===== src/inc/sac_pkg.sv =====
// Constants shared by the conversion sequencer and its result memory
package sac_pkg;
  localparam int unsigned CH_COUNT     = 8;
  localparam int unsigned CH_IDX_W     = 3;
  localparam int unsigned RES_W        = 12;
  localparam int unsigned CFG_W        = 8;
  localparam logic [CFG_W-1:0] CFG_RESET = 8'hff;

  // Conversion timing in conversion-clock ticks
  localparam int unsigned TICK_W       = 4;
  localparam logic [TICK_W-1:0] FIRST_TICKS = 4'hc;
  localparam logic [TICK_W-1:0] NEXT_TICKS  = 4'h3;

  // Internal conversion clock derived from sys_clk
  localparam int unsigned SYS_FREQ_KHZ = 250000;
  localparam int unsigned INT_FREQ_KHZ = 15000;
  localparam int unsigned INT_DIV      = (SYS_FREQ_KHZ + INT_FREQ_KHZ / 2) / INT_FREQ_KHZ;
  localparam int unsigned DIV_W        = 5;
  localparam logic [DIV_W-1:0] DIV_LAST = DIV_W'(INT_DIV - 1);

  // Longest internal-clock latencies and their cycle budgets (round down)
  localparam int unsigned SYS_PERIOD_PS  = 4000;
  localparam int unsigned FIRST_MAX_NS   = 900;
  localparam int unsigned NEXT_MAX_NS    = 225;
  localparam int unsigned FIRST_MAX_CYC  = FIRST_MAX_NS * 1000 / SYS_PERIOD_PS;
  localparam int unsigned NEXT_MAX_CYC   = NEXT_MAX_NS * 1000 / SYS_PERIOD_PS;

  typedef enum logic [1:0] {
    SAC_IDLE = 2'b01,
    SAC_CONV = 2'b10
  } sac_state_e;
endpackage


===== src/rtl/sac_result_mem.sv =====
// Result store: one word per converted channel, registered read data
`timescale 1ns/100ps
module sac_result_mem (
  input  wire logic                           sys_clk,
  input  wire logic                           rstn,
  input  wire logic                           wr_en,
  input  wire logic [sac_pkg::CH_IDX_W-1:0]   wr_addr,
  input  wire logic [sac_pkg::RES_W-1:0]      wr_data,
  input  wire logic [sac_pkg::CH_IDX_W-1:0]   rd_addr,
  output logic      [sac_pkg::RES_W-1:0]      rd_data
);
  logic [sac_pkg::RES_W-1:0] mem [sac_pkg::CH_COUNT];

  always_ff @(posedge sys_clk) begin
    if (wr_en) begin
      mem[wr_addr] <= wr_data;
    end
  end

  always_ff @(posedge sys_clk or negedge rstn) begin
    if (!rstn) begin
      rd_data <= '0;
    end else begin
      rd_data <= mem[rd_addr];
    end
  end
endmodule // sac_result_mem


===== src/rtl/sac_sequencer.sv =====
// Simultaneous-sampling conversion sequencer with parallel result bus
//
// Overview of operation
// - First result 12 ticks, internal under 900ns
// - Further results every 3 ticks, internal under 225ns
// - Chip select ANDed with each strobe
// - Internal clock near 15MHz ignores external clock
// - Conversion logic acts on external rising edges
// - Conversion flag driven from clock rising edge
// - Last-done flag falls after final conversion
// - Last-done flag rises when start falls; stays low if start falls on the final conversion tick
// - Data bus released when read or select high
// - Only lower eight lines accept input data
// - Throughput scales with conversion clock rate
// - All channels sampled on start rising edge
// - Conversion flag low, back high next tick
// - Write strobe loads channel select from bus
// - Read strobe drives a result onto bus
`timescale 1ns/100ps
module sac_sequencer (
  input  wire logic                                       sys_clk,
  input  wire logic                                       rstn,
  input  wire logic                                       convert_start,
  input  wire logic                                       ext_clk,
  input  wire logic                                       clock_source_select,
  input  wire logic [sac_pkg::CH_COUNT*sac_pkg::RES_W-1:0] sample_data,
  input  wire logic                                       cs_n,
  input  wire logic                                       rd_n,
  input  wire logic                                       wr_n,
  input  wire logic [sac_pkg::CFG_W-1:0]                  d_in,
  output logic      [sac_pkg::RES_W-1:0]                  d_out,
  output logic                                            d_oe,
  output logic                                            conv_done_n,
  output logic                                            last_conversion_done_flag,
  output logic      [sac_pkg::CFG_W-1:0]                  channel_select
);
  sac_pkg::sac_state_e                  state, next_state;
  logic                                 start_q, next_start_q;
  logic                                 ext_q, next_ext_q;
  logic                                 rd_q, next_rd_q;
  logic [sac_pkg::DIV_W-1:0]            div_cnt, next_div_cnt;
  logic [sac_pkg::TICK_W-1:0]           tick_cnt, next_tick_cnt;
  logic [sac_pkg::TICK_W-1:0]           target, next_target;
  logic [sac_pkg::CH_IDX_W-1:0]         chan, next_chan;
  logic [sac_pkg::CH_IDX_W-1:0]         wr_idx, next_wr_idx;
  logic [sac_pkg::CH_IDX_W-1:0]         rd_ptr, next_rd_ptr;
  logic [sac_pkg::CFG_W-1:0]            next_channel_select;
  logic [sac_pkg::CH_COUNT*sac_pkg::RES_W-1:0] held, next_held;
  logic                                 next_conv_done_n, next_last_done;
  logic                                 start_rise, start_fall, ext_rise, int_tick, tick;
  logic                                 wr_act, rd_act;
  logic                                 mem_we;
  logic [sac_pkg::CH_IDX_W:0]           found;
  logic                                 seq_go;

  // Lowest selected channel at or above a starting index; top bit = found
  function automatic logic [sac_pkg::CH_IDX_W:0] find_sel(
    input logic [sac_pkg::CFG_W-1:0] sel,
    input logic [sac_pkg::CH_IDX_W:0] from
  );
    logic [sac_pkg::CH_IDX_W:0] res;
    res = '0;
    for (int i = sac_pkg::CH_COUNT - 1; i >= 0; i--) begin
      if (sel[i] && (i >= int'(from))) begin
        res = {1'b1, sac_pkg::CH_IDX_W'(i)};
      end
    end
    return res;
  endfunction

  assign wr_act     = ~cs_n & ~wr_n;
  assign rd_act     = ~cs_n & ~rd_n;
  assign d_oe       = rd_act;
  assign start_rise = convert_start & ~start_q;
  assign start_fall = ~convert_start & start_q;
  assign ext_rise   = ext_clk & ~ext_q;
  assign int_tick   = (div_cnt == sac_pkg::DIV_LAST);
  // Internal mode ignores the external clock pin
  assign tick       = clock_source_select ? int_tick : ext_rise;
  assign seq_go     = (state == sac_pkg::SAC_IDLE) && start_rise;

  always_comb begin
    next_state          = state;
    next_tick_cnt       = tick_cnt;
    next_target         = target;
    next_chan           = chan;
    next_wr_idx         = wr_idx;
    next_held           = held;
    next_conv_done_n    = conv_done_n;
    next_last_done      = last_conversion_done_flag;
    mem_we              = 1'b0;
    found               = '0;

    if (tick) begin
      next_conv_done_n = 1'b1;
    end
    if (start_fall) begin
      next_conv_done_n = 1'b1;
      next_last_done   = 1'b1;
    end

    case (state)
      sac_pkg::SAC_IDLE: begin
        if (start_rise) begin
          next_held     = sample_data;
          next_tick_cnt = '0;
          next_target   = sac_pkg::FIRST_TICKS;
          found         = find_sel(channel_select, '0);
          next_chan     = found[sac_pkg::CH_IDX_W-1:0];
          next_wr_idx   = '0;
          next_state    = sac_pkg::SAC_CONV;
        end
      end
      sac_pkg::SAC_CONV: begin
        if (tick) begin
          next_tick_cnt = tick_cnt + 1'b1;
          if (next_tick_cnt == target) begin
            mem_we           = channel_select[chan];
            next_wr_idx      = wr_idx + 1'b1;
            next_conv_done_n = 1'b0;
            next_tick_cnt    = '0;
            next_target      = sac_pkg::NEXT_TICKS;
            found            = find_sel(channel_select, {1'b0, chan} + 1'b1);
            next_chan        = found[sac_pkg::CH_IDX_W-1:0];
            if (!found[sac_pkg::CH_IDX_W]) begin
              next_last_done = 1'b0;
              next_state     = sac_pkg::SAC_IDLE;
            end
          end
        end
      end
      default: next_state = sac_pkg::SAC_IDLE;
    endcase
  end

  always_ff @(posedge sys_clk or negedge rstn) begin
    if (!rstn) begin
      state                     <= sac_pkg::SAC_IDLE;
      tick_cnt                  <= '0;
      target                    <= sac_pkg::FIRST_TICKS;
      chan                      <= '0;
      wr_idx                    <= '0;
      held                      <= '0;
      conv_done_n               <= 1'b1;
      last_conversion_done_flag <= 1'b1;
    end else begin
      state                     <= next_state;
      tick_cnt                  <= next_tick_cnt;
      target                    <= next_target;
      chan                      <= next_chan;
      wr_idx                    <= next_wr_idx;
      held                      <= next_held;
      conv_done_n               <= next_conv_done_n;
      last_conversion_done_flag <= next_last_done;
    end
  end

  // Pin history and internal conversion clock divider
  always_comb begin
    next_start_q = convert_start;
    next_ext_q   = ext_clk;
    next_rd_q    = rd_act;
    next_div_cnt = int_tick ? '0 : div_cnt + 1'b1;
    // Restart with each sequence so tick spacing is exact
    if (seq_go) begin
      next_div_cnt = '0;
    end
  end

  always_ff @(posedge sys_clk or negedge rstn) begin
    if (!rstn) begin
      start_q <= 1'b0;
      ext_q   <= 1'b0;
      rd_q    <= 1'b0;
      div_cnt <= '0;
    end else begin
      start_q <= next_start_q;
      ext_q   <= next_ext_q;
      rd_q    <= next_rd_q;
      div_cnt <= next_div_cnt;
    end
  end

  // Configuration byte and read pointer
  always_comb begin
    next_channel_select = channel_select;
    next_rd_ptr         = rd_ptr;
    if (wr_act) begin
      next_channel_select = d_in;
    end
    // Pointer restarts per sequence, steps at each read strobe end
    if (seq_go) begin
      next_rd_ptr = '0;
    end else if (rd_q && !rd_act) begin
      next_rd_ptr = rd_ptr + 1'b1;
    end
  end

  always_ff @(posedge sys_clk or negedge rstn) begin
    if (!rstn) begin
      channel_select <= sac_pkg::CFG_RESET;
      rd_ptr         <= '0;
    end else begin
      channel_select <= next_channel_select;
      rd_ptr         <= next_rd_ptr;
    end
  end

  sac_result_mem u_mem (
    .sys_clk (sys_clk),
    .rstn    (rstn),
    .wr_en   (mem_we),
    .wr_addr (wr_idx),
    .wr_data (held[chan*sac_pkg::RES_W +: sac_pkg::RES_W]),
    .rd_addr (rd_ptr),
    .rd_data (d_out)
  );
endmodule // sac_sequencer


===== config.mk =====
export PLATFORM = sky130hd
export DESIGN_NAME = sac_sequencer
export DESIGN_NICKNAME = d
export VERILOG_FILES = /design/src/inc/sac_pkg.sv /design/src/rtl/sac_result_mem.sv /design/src/rtl/sac_sequencer.sv
export SDC_FILE = /design/constraint.sdc
export NUM_CORES = 1
export LEC_CHECK = 0
export ABC_AREA = 0
export BUFFER_PORTS_ARGS = -buffer_cell sky130_fd_sc_hd__buf_2
export CAP_MARGIN = 0
export CORE_ASPECT_RATIO = 0.75
export CORE_UTILIZATION = 62
export DETAILED_ROUTE_END_ITERATION = 16
export PLACE_DENSITY = 0.83
export SETUP_SLACK_MARGIN = 0.02
export SLEW_MARGIN = 10
export SYNTH_ARGS = -nofsm -noshare
export SYNTH_HDL_FRONTEND = slang
export SYNTH_SLANG_ARGS = --single-unit
export TNS_END_PERCENT = 30

===== constraint.sdc =====
create_clock -name sys_clk -period 6.99 [get_ports sys_clk]
set_input_delay 0.699 -clock sys_clk [delete_from_list [all_inputs] [get_ports sys_clk]]
set_output_delay 0.699 -clock sys_clk [all_outputs]
set_load 0.05 [all_outputs]

---- Word-level counts from Yosys, hierarchy flattened ----
Memories as Yosys holds them, arrays and structs flattened. A register that Yosys moved wholly into a read port is not among the register bits.
Cells that the tools add are included.
operators by class
  add/subtract/negate cells ............... 5
  $mul .................................... 1
  div/mod/pow operators ................... 0
  magnitude comparators ................... 9
  equal/unequal tests ..................... 8
  shift-type cells ........................ 1
  muxes and demuxes ....................... 62
  bitwise gates (word level) .............. 11
  reductions and logical operators ........ 18
operators with widths
  operator                                                                            count
  96-bit by 8-bit variable part select with 12-bit output                             1
  4-bit 2-to-1 mux                                                                    17
  3-bit 2-to-1 mux                                                                    16
  1-bit 2-to-1 mux                                                                    17
  3-bit by 4-bit greater-or-equal comparator with 1-bit output, first input constant  4
  4-bit case mux with 2 select lines                                                  2
  3-bit case mux with 2 select lines                                                  2
  1-bit logical AND                                                                   10
  5-bit 2-to-1 mux                                                                    2
  1-bit by 4-bit greater-or-equal comparator with 1-bit output, first input constant  2
  2-bit by 4-bit greater-or-equal comparator with 1-bit output, first input constant  2
  2-bit 2-to-1 mux                                                                    4
  2-bit inequality test, second input constant                                        4
  4-bit AND reduction                                                                 2
  3-bit by 1-bit adder with 3-bit output, second input constant                       2
  1-bit inverter                                                                      6
  5-bit by 1-bit adder with 5-bit output, second input constant                       1
  1-bit AND                                                                           5
  5-bit equality test, second input constant                                          1
  3-bit by 2-bit multiplier with 5-bit output, second input constant                  1
  3-bit by 1-bit adder with 4-bit output, second input constant                       1
  4-bit by 1-bit adder with 4-bit output, second input constant                       1
  4-bit equality test                                                                 1
  3-bit by 4-bit less-than comparator with 1-bit output, second input constant        1
  8 further kinds                                                                     10
storage, ports and cells
  bits in registers ....................... 133
  latch bits .............................. 0
  memory bits (writable) .................. 96
  bits in read-only memories .............. 0
  logic and storage cells ................. 130
  memories ................................ 1
memory list
  memory     depth  width  rd ports  clocked after memory_dff  wr ports  line                  text
  u_mem.mem  8      12     1         1                         1         sac_result_mem.sv:12  logic [sac_pkg::RES_W-1:0] mem [sac_pkg::CH_COUNT];

---- Longest topological paths before layout ----
Gate-level depths: netlist (run 1).
  depth after elaboration ................. 18
  gate-level depth with buffers ........... 9
  mapped depth without buffers ............ 7

---- Cells and area by module ----
A second synthesis (run 1) with hierarchy kept.
second synthesis, totals
  cell total of the unflattened synthesis .. 809
  area, all modules ....................... 10327.4 sq um
modules (own cells, without submodules)
  module          times used  cells an instance  area each (sq um)  sequential area each (sq um)
  sac_sequencer   1           645                6279.8             3293.2
  sac_result_mem  1           164                4047.6             3183.1

---- Worst setup path before layout (run 1) ----
OpenSTA, ideal clock, no wires.
  kind .................................... reg-to-reg
  from .................................... register tick_cnt[0] in the netlist's numbering
  to ...................................... memory u_mem.mem[6][0] in the netlist's numbering, enable pin
  setup time .............................. 0.380 ns
  data arrival time ....................... 2.306 ns
  setup slack ............................. 4.303 ns
  stages on the path, launching flop included .. 7
  path buffers ............................ 0
  clock period less this slack ............ 2.687 ns
  path through ............................ dfrtp_1 -> ha_1 -> or3_1 -> a32oi_2 -> o31a_2 -> nand4b_2 -> nor2_1
on the way
  longest elaborated chain between the ends .. 7
RTL lines
  item                                    line                  text
  start, declared                         sac_sequencer.sv:42   logic [sac_pkg::TICK_W-1:0] tick_cnt, next_tick_cnt;
  start signal, assigned                  sac_sequencer.sv:148  tick_cnt <= next_tick_cnt;
  4-bit by 1-bit adder with 4-bit output  sac_sequencer.sv:116  next_tick_cnt = tick_cnt + 1'b1;
  4-bit equality test                     sac_sequencer.sv:117  if (next_tick_cnt == target) begin
  1-bit 2-to-1 mux                        sac_sequencer.sv:117
  1-bit 2-to-1 mux                        sac_sequencer.sv:115  if (tick) begin
  1-bit 2-to-1 mux                        sac_sequencer.sv:102  case (state)
  1-bit 2-to-1 mux                        sac_result_mem.sv:15  if (wr_en) begin
  1-bit 2-to-1 mux (not written as such)  sac_result_mem.sv:16  mem[wr_addr] <= wr_data;
  end, declared                           sac_result_mem.sv:12
Every way passes these cells.

---- Worst setup path after layout (run 1) ----
  from .................................... register tick_cnt[0] in the netlist's numbering
  to ...................................... memory u_mem.mem[5][0] in the netlist's numbering, enable pin
Same word-level chain as after synthesis.

==> impl_metrics.tcl, run 1 <==
set metrics [dict create \
    worstSetupStartpointType "flop" \
    grt_pass1_vias 6601 \
    worstSetupPathType "reg -> reg" \
    cp_max_fo 12 \
    ys_types 59 \
    tns_ps 0 \
    period_share_pct 45.9 \
    netlist_instances 804 \
    combPwrFrac_pct 26.1 \
    grt_usage_pct 28.8 \
    post_drt_wl_per_cell_um 19.8 \
    path_buf_inv 0 \
    timing.slew.headroom_pct 28.6 \
    cts_setup_buffers 0 \
    rows 40 \
    cts-root-buf "clkbuf_16" \
    rrSetupSlack_ps 3780 \
    seq_area_frac_synth_pct 63.2 \
    synthTopCellsByArea "dfrtp_1 32%, edfxtp_1 28%, nand2_1 11%" \
    syn_nets 925 \
    overflow 0 \
    place_hpwl_um 15100 \
    clk_pin_slew_ps 70 \
    nets 1049 \
    swShare_pct 31.1 \
    worst_slew_pin_slew_ps 1070 \
    die_h_um 113 \
    netlist_area_um2 10300 \
    place.gp.congestion 0.874 \
    cp_top_family "simple AND/OR/NAND/NOR gates" \
    cts_tree "yes" \
    postCtsHoldBufs 0 \
    area_growth_pct 15.6 \
    avgSynthCellArea_um2 12.8 \
    clock_sinks 239 \
    vias 6737 \
    h-tree-depth 1 \
    clkPwrFrac_pct 28.7 \
    portBuffers 134 \
    seqPwrFrac_pct 45.2 \
    outcome "completed" \
    drive_gt1_share_pct 30.1 \
    postSynth.asyncResetShare_pct 59.8 \
    fmax_mhz 312 \
    die_area_um2 17100 \
    yosysMostFrequentCell "nand2_1" \
    cp.arrival_ps 3320 \
    p_leak_uw 0.00520 \
    final_antenna_net_count 0 \
    pin_count 135 \
    cts_buffers 23 \
    p_switching_uw 1350 \
    die_w_um 151 \
    critPathMaxStageDelay_ps 870 \
    core_area_um2 16100 \
    finalHoldViolCount 0 \
    drc 0 \
    ys_top_cells_by_count "305 x nand2_1, 131 x dfrtp_1, 96 x edfxtp_1" \
    stdcell_area_um2 11900 \
    dp_cells 1113 \
    drt_iter0_markers 555 \
    fin_crit_ps 3210 \
    crit_chain "ha_1 -> or3_1 -> a32oi_2 -> o31a_2 -> nand4_2 -> nor2_1" \
    wl_um 22900 \
    skew_ps 24.9 \
    worst_path_max_delay_cell "nor2_1" \
    clock_latency_ps 520 \
    yosys.area.top_type "dfrtp_1" \
    grt_pass1_wl_um 36700 \
    drv_cap 0 \
    firstDrtPassIters 5 \
    slew_viol_final 0 \
    clk_path_buf_depth 3 \
    grt_max_degree 105 \
    diodes 0 \
    via_per_inst 5.83 \
    finalSetupViolations 0 \
    yosys_register_bits 239 \
    end_kind "flop" \
    rsz0062_at_grt "false" \
    antenna_found_initial 0 \
    powerDensity_nw_per_um2 365 \
    hold_slack_ps 253 \
    place_area_um2 11100 \
    yosys.area.top_type_share_pct 32.0 \
    final_core_util_pct 73.6 \
    cp_data_required_time_ps 7110 \
    irDropWorstVdd_v 0.000179 \
    yosys_most_used_dff "dfrtp_1" \
    cts.repair.resized 0 \
    fin_cells 1155 \
    p_int_uw 2980 \
    hp-class "in -> async" \
    synth_edf_count 96 \
    initial_core_util_pct 63.6 \
    ys_warn_count 0 \
]
## per-stage QoR
stage,setup WS (ps),total power (uW)
finish,3780,4330
floorplan,4300,2760
global route,3590,4520
global placement,3910,3060
detailed placement,3770,3110
CTS,3730,4360
## logic make-up after synthesis
| kind of cell | count (synthesis) | share of synthesized area, % |
|---|---|---|
| and+or+nand+nor | 371 | 14.9 |
| buffers and inverters | 49 | 2.06 |
| xor gates and xnor gates | 7 | 0.598 |
| adders and majority gates | 9 | 1.10 |
| DFF | 239 | 63.2 |
| AOI/OAI and AO/OA | 44 | 3.28 |
| muxes | 85 | 14.9 |
## registers in the layout, summed over array words and instances (netlist names)
name,flops
held,96
u_mem.mem,96
u_mem.rd_data,12
channel_select,8
div_cnt,5
tick_cnt,4
chan,3
rd_ptr,3
wr_idx,3
state,2
target,2
conv_done_n,1
ext_q,1
last_conversion_done_flag,1
rd_q,1
start_q,1
## worst paths after layout
check | from | to | cells after the start
setup / recovery | tick_cnt[0]$_DFFE_PN0P_ | u_mem.mem[5][0]$_DFFE_PP_ | 6
hold / removal | rstn | chan[0]$_DFFE_PN0P_ | 1
setup reg to reg | tick_cnt[0]$_DFFE_PN0P_ | u_mem.mem[5][0]$_DFFE_PP_ | 6
hold reg to reg | held[84]$_DFFE_PN0P_ | held[84]$_DFFE_PN0P_ | 2
max in group asynchronous | rstn | held[86]$_DFFE_PN0P_ | 2
min in group sys_clk | ext_clk | ext_q$_DFF_PN0_ | 1
## metal layers
metal / share of wire, % / vias to the layer above / track usage [%]
met5: 0 / - / 0
met4: 2.0 / 0 / 6.87
met3: 8.6 / 35 / 5.28
met2: 46 / 337 / 44.1
met1: 43 / 3315 / 43.7
li1: - / 3050 / -
## layout make-up
| cell class | instances | area, um^2 |
|---|---|---|
| sequential | 239 | 6480 |
| fill | 987 | 4260 |
| multi-input combinational | 516 | 3600 |
| timing repair buffer | 139 | 714 |
| clock buffer | 34 | 698 |
| tap | 210 | 263 |
| clock inverter | 8 | 68.8 |
| inverter | 9 | 33.8 |
## power groups by stage
| stage | clock, uW | sequential [uW] | combinational [uW] |
|---|---|---|---|
| 2_1_floorplan | 0 | 2040 | 720 |
| 3_3_place_gp | 0 | 1970 | 1090 |
| 3_5_place_dp | 0 | 1980 | 1130 |
| 4_1_cts | 1260 | 1960 | 1140 |
| 5_1_grt | 1300 | 1990 | 1220 |
| 6_report | 1240 | 1960 | 1130 |
## layout by cell type (no fill, tap or decap), types with 4 or more instances in the layout
cell type and n:
a21oi_1 7, buf_2 133, buf_4 5, clkbuf_1 4, clkbuf_16 24, clkbuf_8 6
dfrtp_1 130, dfstp_2 12, edfxtp_1 96, ha_1 9, inv_1 9, mux2_2 31
mux4_2 50, nand2_1 305, nand2b_1 4, nand3_1 9, nor2_1 26, o21ai_0 11
xor2_1 4
Power figures use the tool's default switching activity.
==> run 2: changes to the inputs <==
--- a/config.mk
+++ b/config.mk
@@ -9,9 +9,9 @@
 export BUFFER_PORTS_ARGS = -buffer_cell sky130_fd_sc_hd__buf_2
 export CAP_MARGIN = 0
 export CORE_ASPECT_RATIO = 0.75
-export CORE_UTILIZATION = 62
+export CORE_UTILIZATION = 52
 export DETAILED_ROUTE_END_ITERATION = 16
-export PLACE_DENSITY = 0.83
+export PLACE_DENSITY = 0.74
 export SETUP_SLACK_MARGIN = 0.02
 export SLEW_MARGIN = 10
 export SYNTH_ARGS = -nofsm -noshare
==> constraint.sdc (replaced) <==
create_clock -name sys_clk -period 2.7 [get_ports sys_clk]
set_input_delay 0.27 -clock sys_clk [delete_from_list [all_inputs] [get_ports sys_clk]]
set_output_delay 0.27 -clock sys_clk [all_outputs]
set_load 0.05 [all_outputs]
==> run 2 against run 1 <==
The flow now finishes with violations (design-rule violations). Non-clock buffer count is 124 higher. Clock skew fell by 11 ps. Sequential share of layout area down 5.6 points. Maximum frequency up 23%. Die area rose by 19%. Global-route usage shrank 2.2 points. Power rose to 2.7 times the previous value. Cell area grew 12%. Hold slack got worse by 240 ps. Via count is 8.3% higher. Setup slack lost 3700 ps. Final cell count grew 15%. Largest cell class unchanged.
==> impl_metrics.tcl, run 2 (same netlist as run 1, synthesis figures left out) <==
set metrics [dict create \
    die_h_um 124 \
    fmax_mhz 384 \
    irDropWorstVdd_v 0.000783 \
    place_hpwl_um 15200 \
    cts_setup_buffers 0 \
    fin_crit_ps 2600 \
    critPathMaxStageDelay_ps 430 \
    portBuffers 134 \
    period_share_pct 96.4 \
    die_w_um 164 \
    overflow 0 \
    regToRegStartpoint "tick_cnt[1]$_DFFE_PN0P_" \
    post_drt_wl_per_cell_um 19.6 \
    crit_chain "ha_1 -> or3_1 -> a32oi_2 -> o31a_2 -> nand4b_2 -> nor3_2 -> buf_4" \
    rsz0062_at_grt "false" \
    grt_usage_pct 26.6 \
    grt_pass1_wl_um 40000 \
    cts_tree "yes" \
    cp_data_required_time_ps 2920 \
    worst_slew_pin_slew_ps 668 \
    drv_cap 0 \
    reg.largest.list "held: 96 flops, u_mem.mem: 96 flops, u_mem.rd_data: 12 flops" \
    tns_ps 0 \
    firstDrtPassIters 11 \
    worstSetupStartpointType "flop" \
    clock_sinks 239 \
    cp_top_family "simple AND/OR/NAND/NOR gates" \
    slew_viol_final 0 \
    outcome "finished, violations left" \
    rows 44 \
    cts_buffers 24 \
    clk_path_buf_depth 3 \
    clk_pin_slew_ps 60 \
    grt_pass1_vias 7245 \
    final_common_cell "nand2_1" \
    skew_ps 13.9 \
    worstSetupPathType "reg -> reg" \
    grt_max_degree 88 \
    hp-class "in -> reg" \
    wl_um 25900 \
    finalHoldViolCount 0 \
    final_antenna_net_count 0 \
    end_kind "flop" \
    clock_latency_ps 520 \
    dp_cells 1173 \
    fin_cells 1323 \
    drive_gt1_share_pct 28.4 \
    via_per_inst 5.51 \
    drc 1 \
    cts-root-buf "clkbuf_16" \
    vias 7295 \
    path_buf_inv 1 \
    cp.arrival_ps 2820 \
    area_growth_pct 28.9 \
    antenna_found_initial 0 \
    core_area_um2 19300 \
    finalSetupViolations 0 \
    die_area_um2 20300 \
    pin_count 135 \
    worstHoldStart "sample_data[11]" \
    layout_common_cells "305 x nand2_1, 133 x buf_2, 130 x dfrtp_1, 107 x dlygate4sd3_1, 96 x edfxtp_1" \
    worstSetupStartpoint "tick_cnt[1]$_DFFE_PN0P_" \
    place.gp.congestion 0.939 \
    p_leak_uw 0.00579 \
    worst_path_max_delay_cell "dfrtp_1" \
    drt_iter0_markers 666 \
    violations "design-rule violations" \
    nets 1174 \
    timing.slew.headroom_pct 55.4 \
    h-tree-depth 1 \
    powerDensity_nw_per_um2 886 \
    initial_core_util_pct 53.1 \
    diodes 0 \
    cp_max_fo 7 \
]
==> run 2: changes by cell type in the layout (fill, tap and decap cells not counted), sizes merged <==
cell,before,now
clkinv,5,6
dlygate4sd3,0,107
buf,139,156
inv,10,9
bufinv,1,4
clkbuf,34,32
==> run 2: layer usage <==
metal	track usage (%)	share of wire (%)
met1	38.9	44
met2	40.6	45
met3	5.76	8.8
met4	7.99	2.5
met5	0	0
==> run 2: metrics by stage <==
step	setup WS [ps]	instance area [um^2]	util [%]	total power (uW)	hold WS [ps]
2_1_floorplan	13.3	10300	-	7140	-25.6
3_3_place_gp	195	11300	58.5	8040	331
4_1_cts	117	13200	68.4	11700	1.06
5_1_grt	34.5	13200	68.4	12200	20.1
6_report	96.2	13200	68.4	11700	14.3
3_5_place_dp	164	11300	58.5	8100	328
==> run 2: worst min-delay path: cells and delay by family <==
family | cells | cell delay (ps)
AND/OR/NAND/NOR | 2 | 120
buffers and inverters | 1 | 100
==> run 2: final cells by class <==
type | count | area [um^2]
Sequential cell | 239 | 6480
Fill cell | 1290 | 6100
Multi-Input combinational cell | 516 | 3600
Timing Repair Buffer | 263 | 1950
Clock buffer | 32 | 686
Tap cell | 253 | 317
Clock inverter | 11 | 154
Inverter | 9 | 33.8
==> run 2: final timing paths <==
kind	endpoint	slack [ps]	cells after the start
min in group asynchronous	u_mem.rd_data[6]$_DFF_PN0_	350	2
max	u_mem.mem[0][4]$_DFFE_PP_	100	7
min reg2reg	held[40]$_DFFE_PN0P_	470	2
max in group asynchronous	u_mem.rd_data[5]$_DFF_PN0_	1600	3
min	held[11]$_DFFE_PN0P_	10	3
max reg2reg	u_mem.mem[0][4]$_DFFE_PP_	100	7
==> run 2: report_power, final <==
group          internal, uW  switching [uW]
sequential             4590             331
clock                  2160            1350
combinational          1370            1910
total                  8120            3590
==> run 2: what timing repair did <==
action	4_1_cts	5_1_grt
resized for setup	0	1
endpoints found under the setup margin	0	2
hold buffers	107	0
hold endpoints to repair	161	0
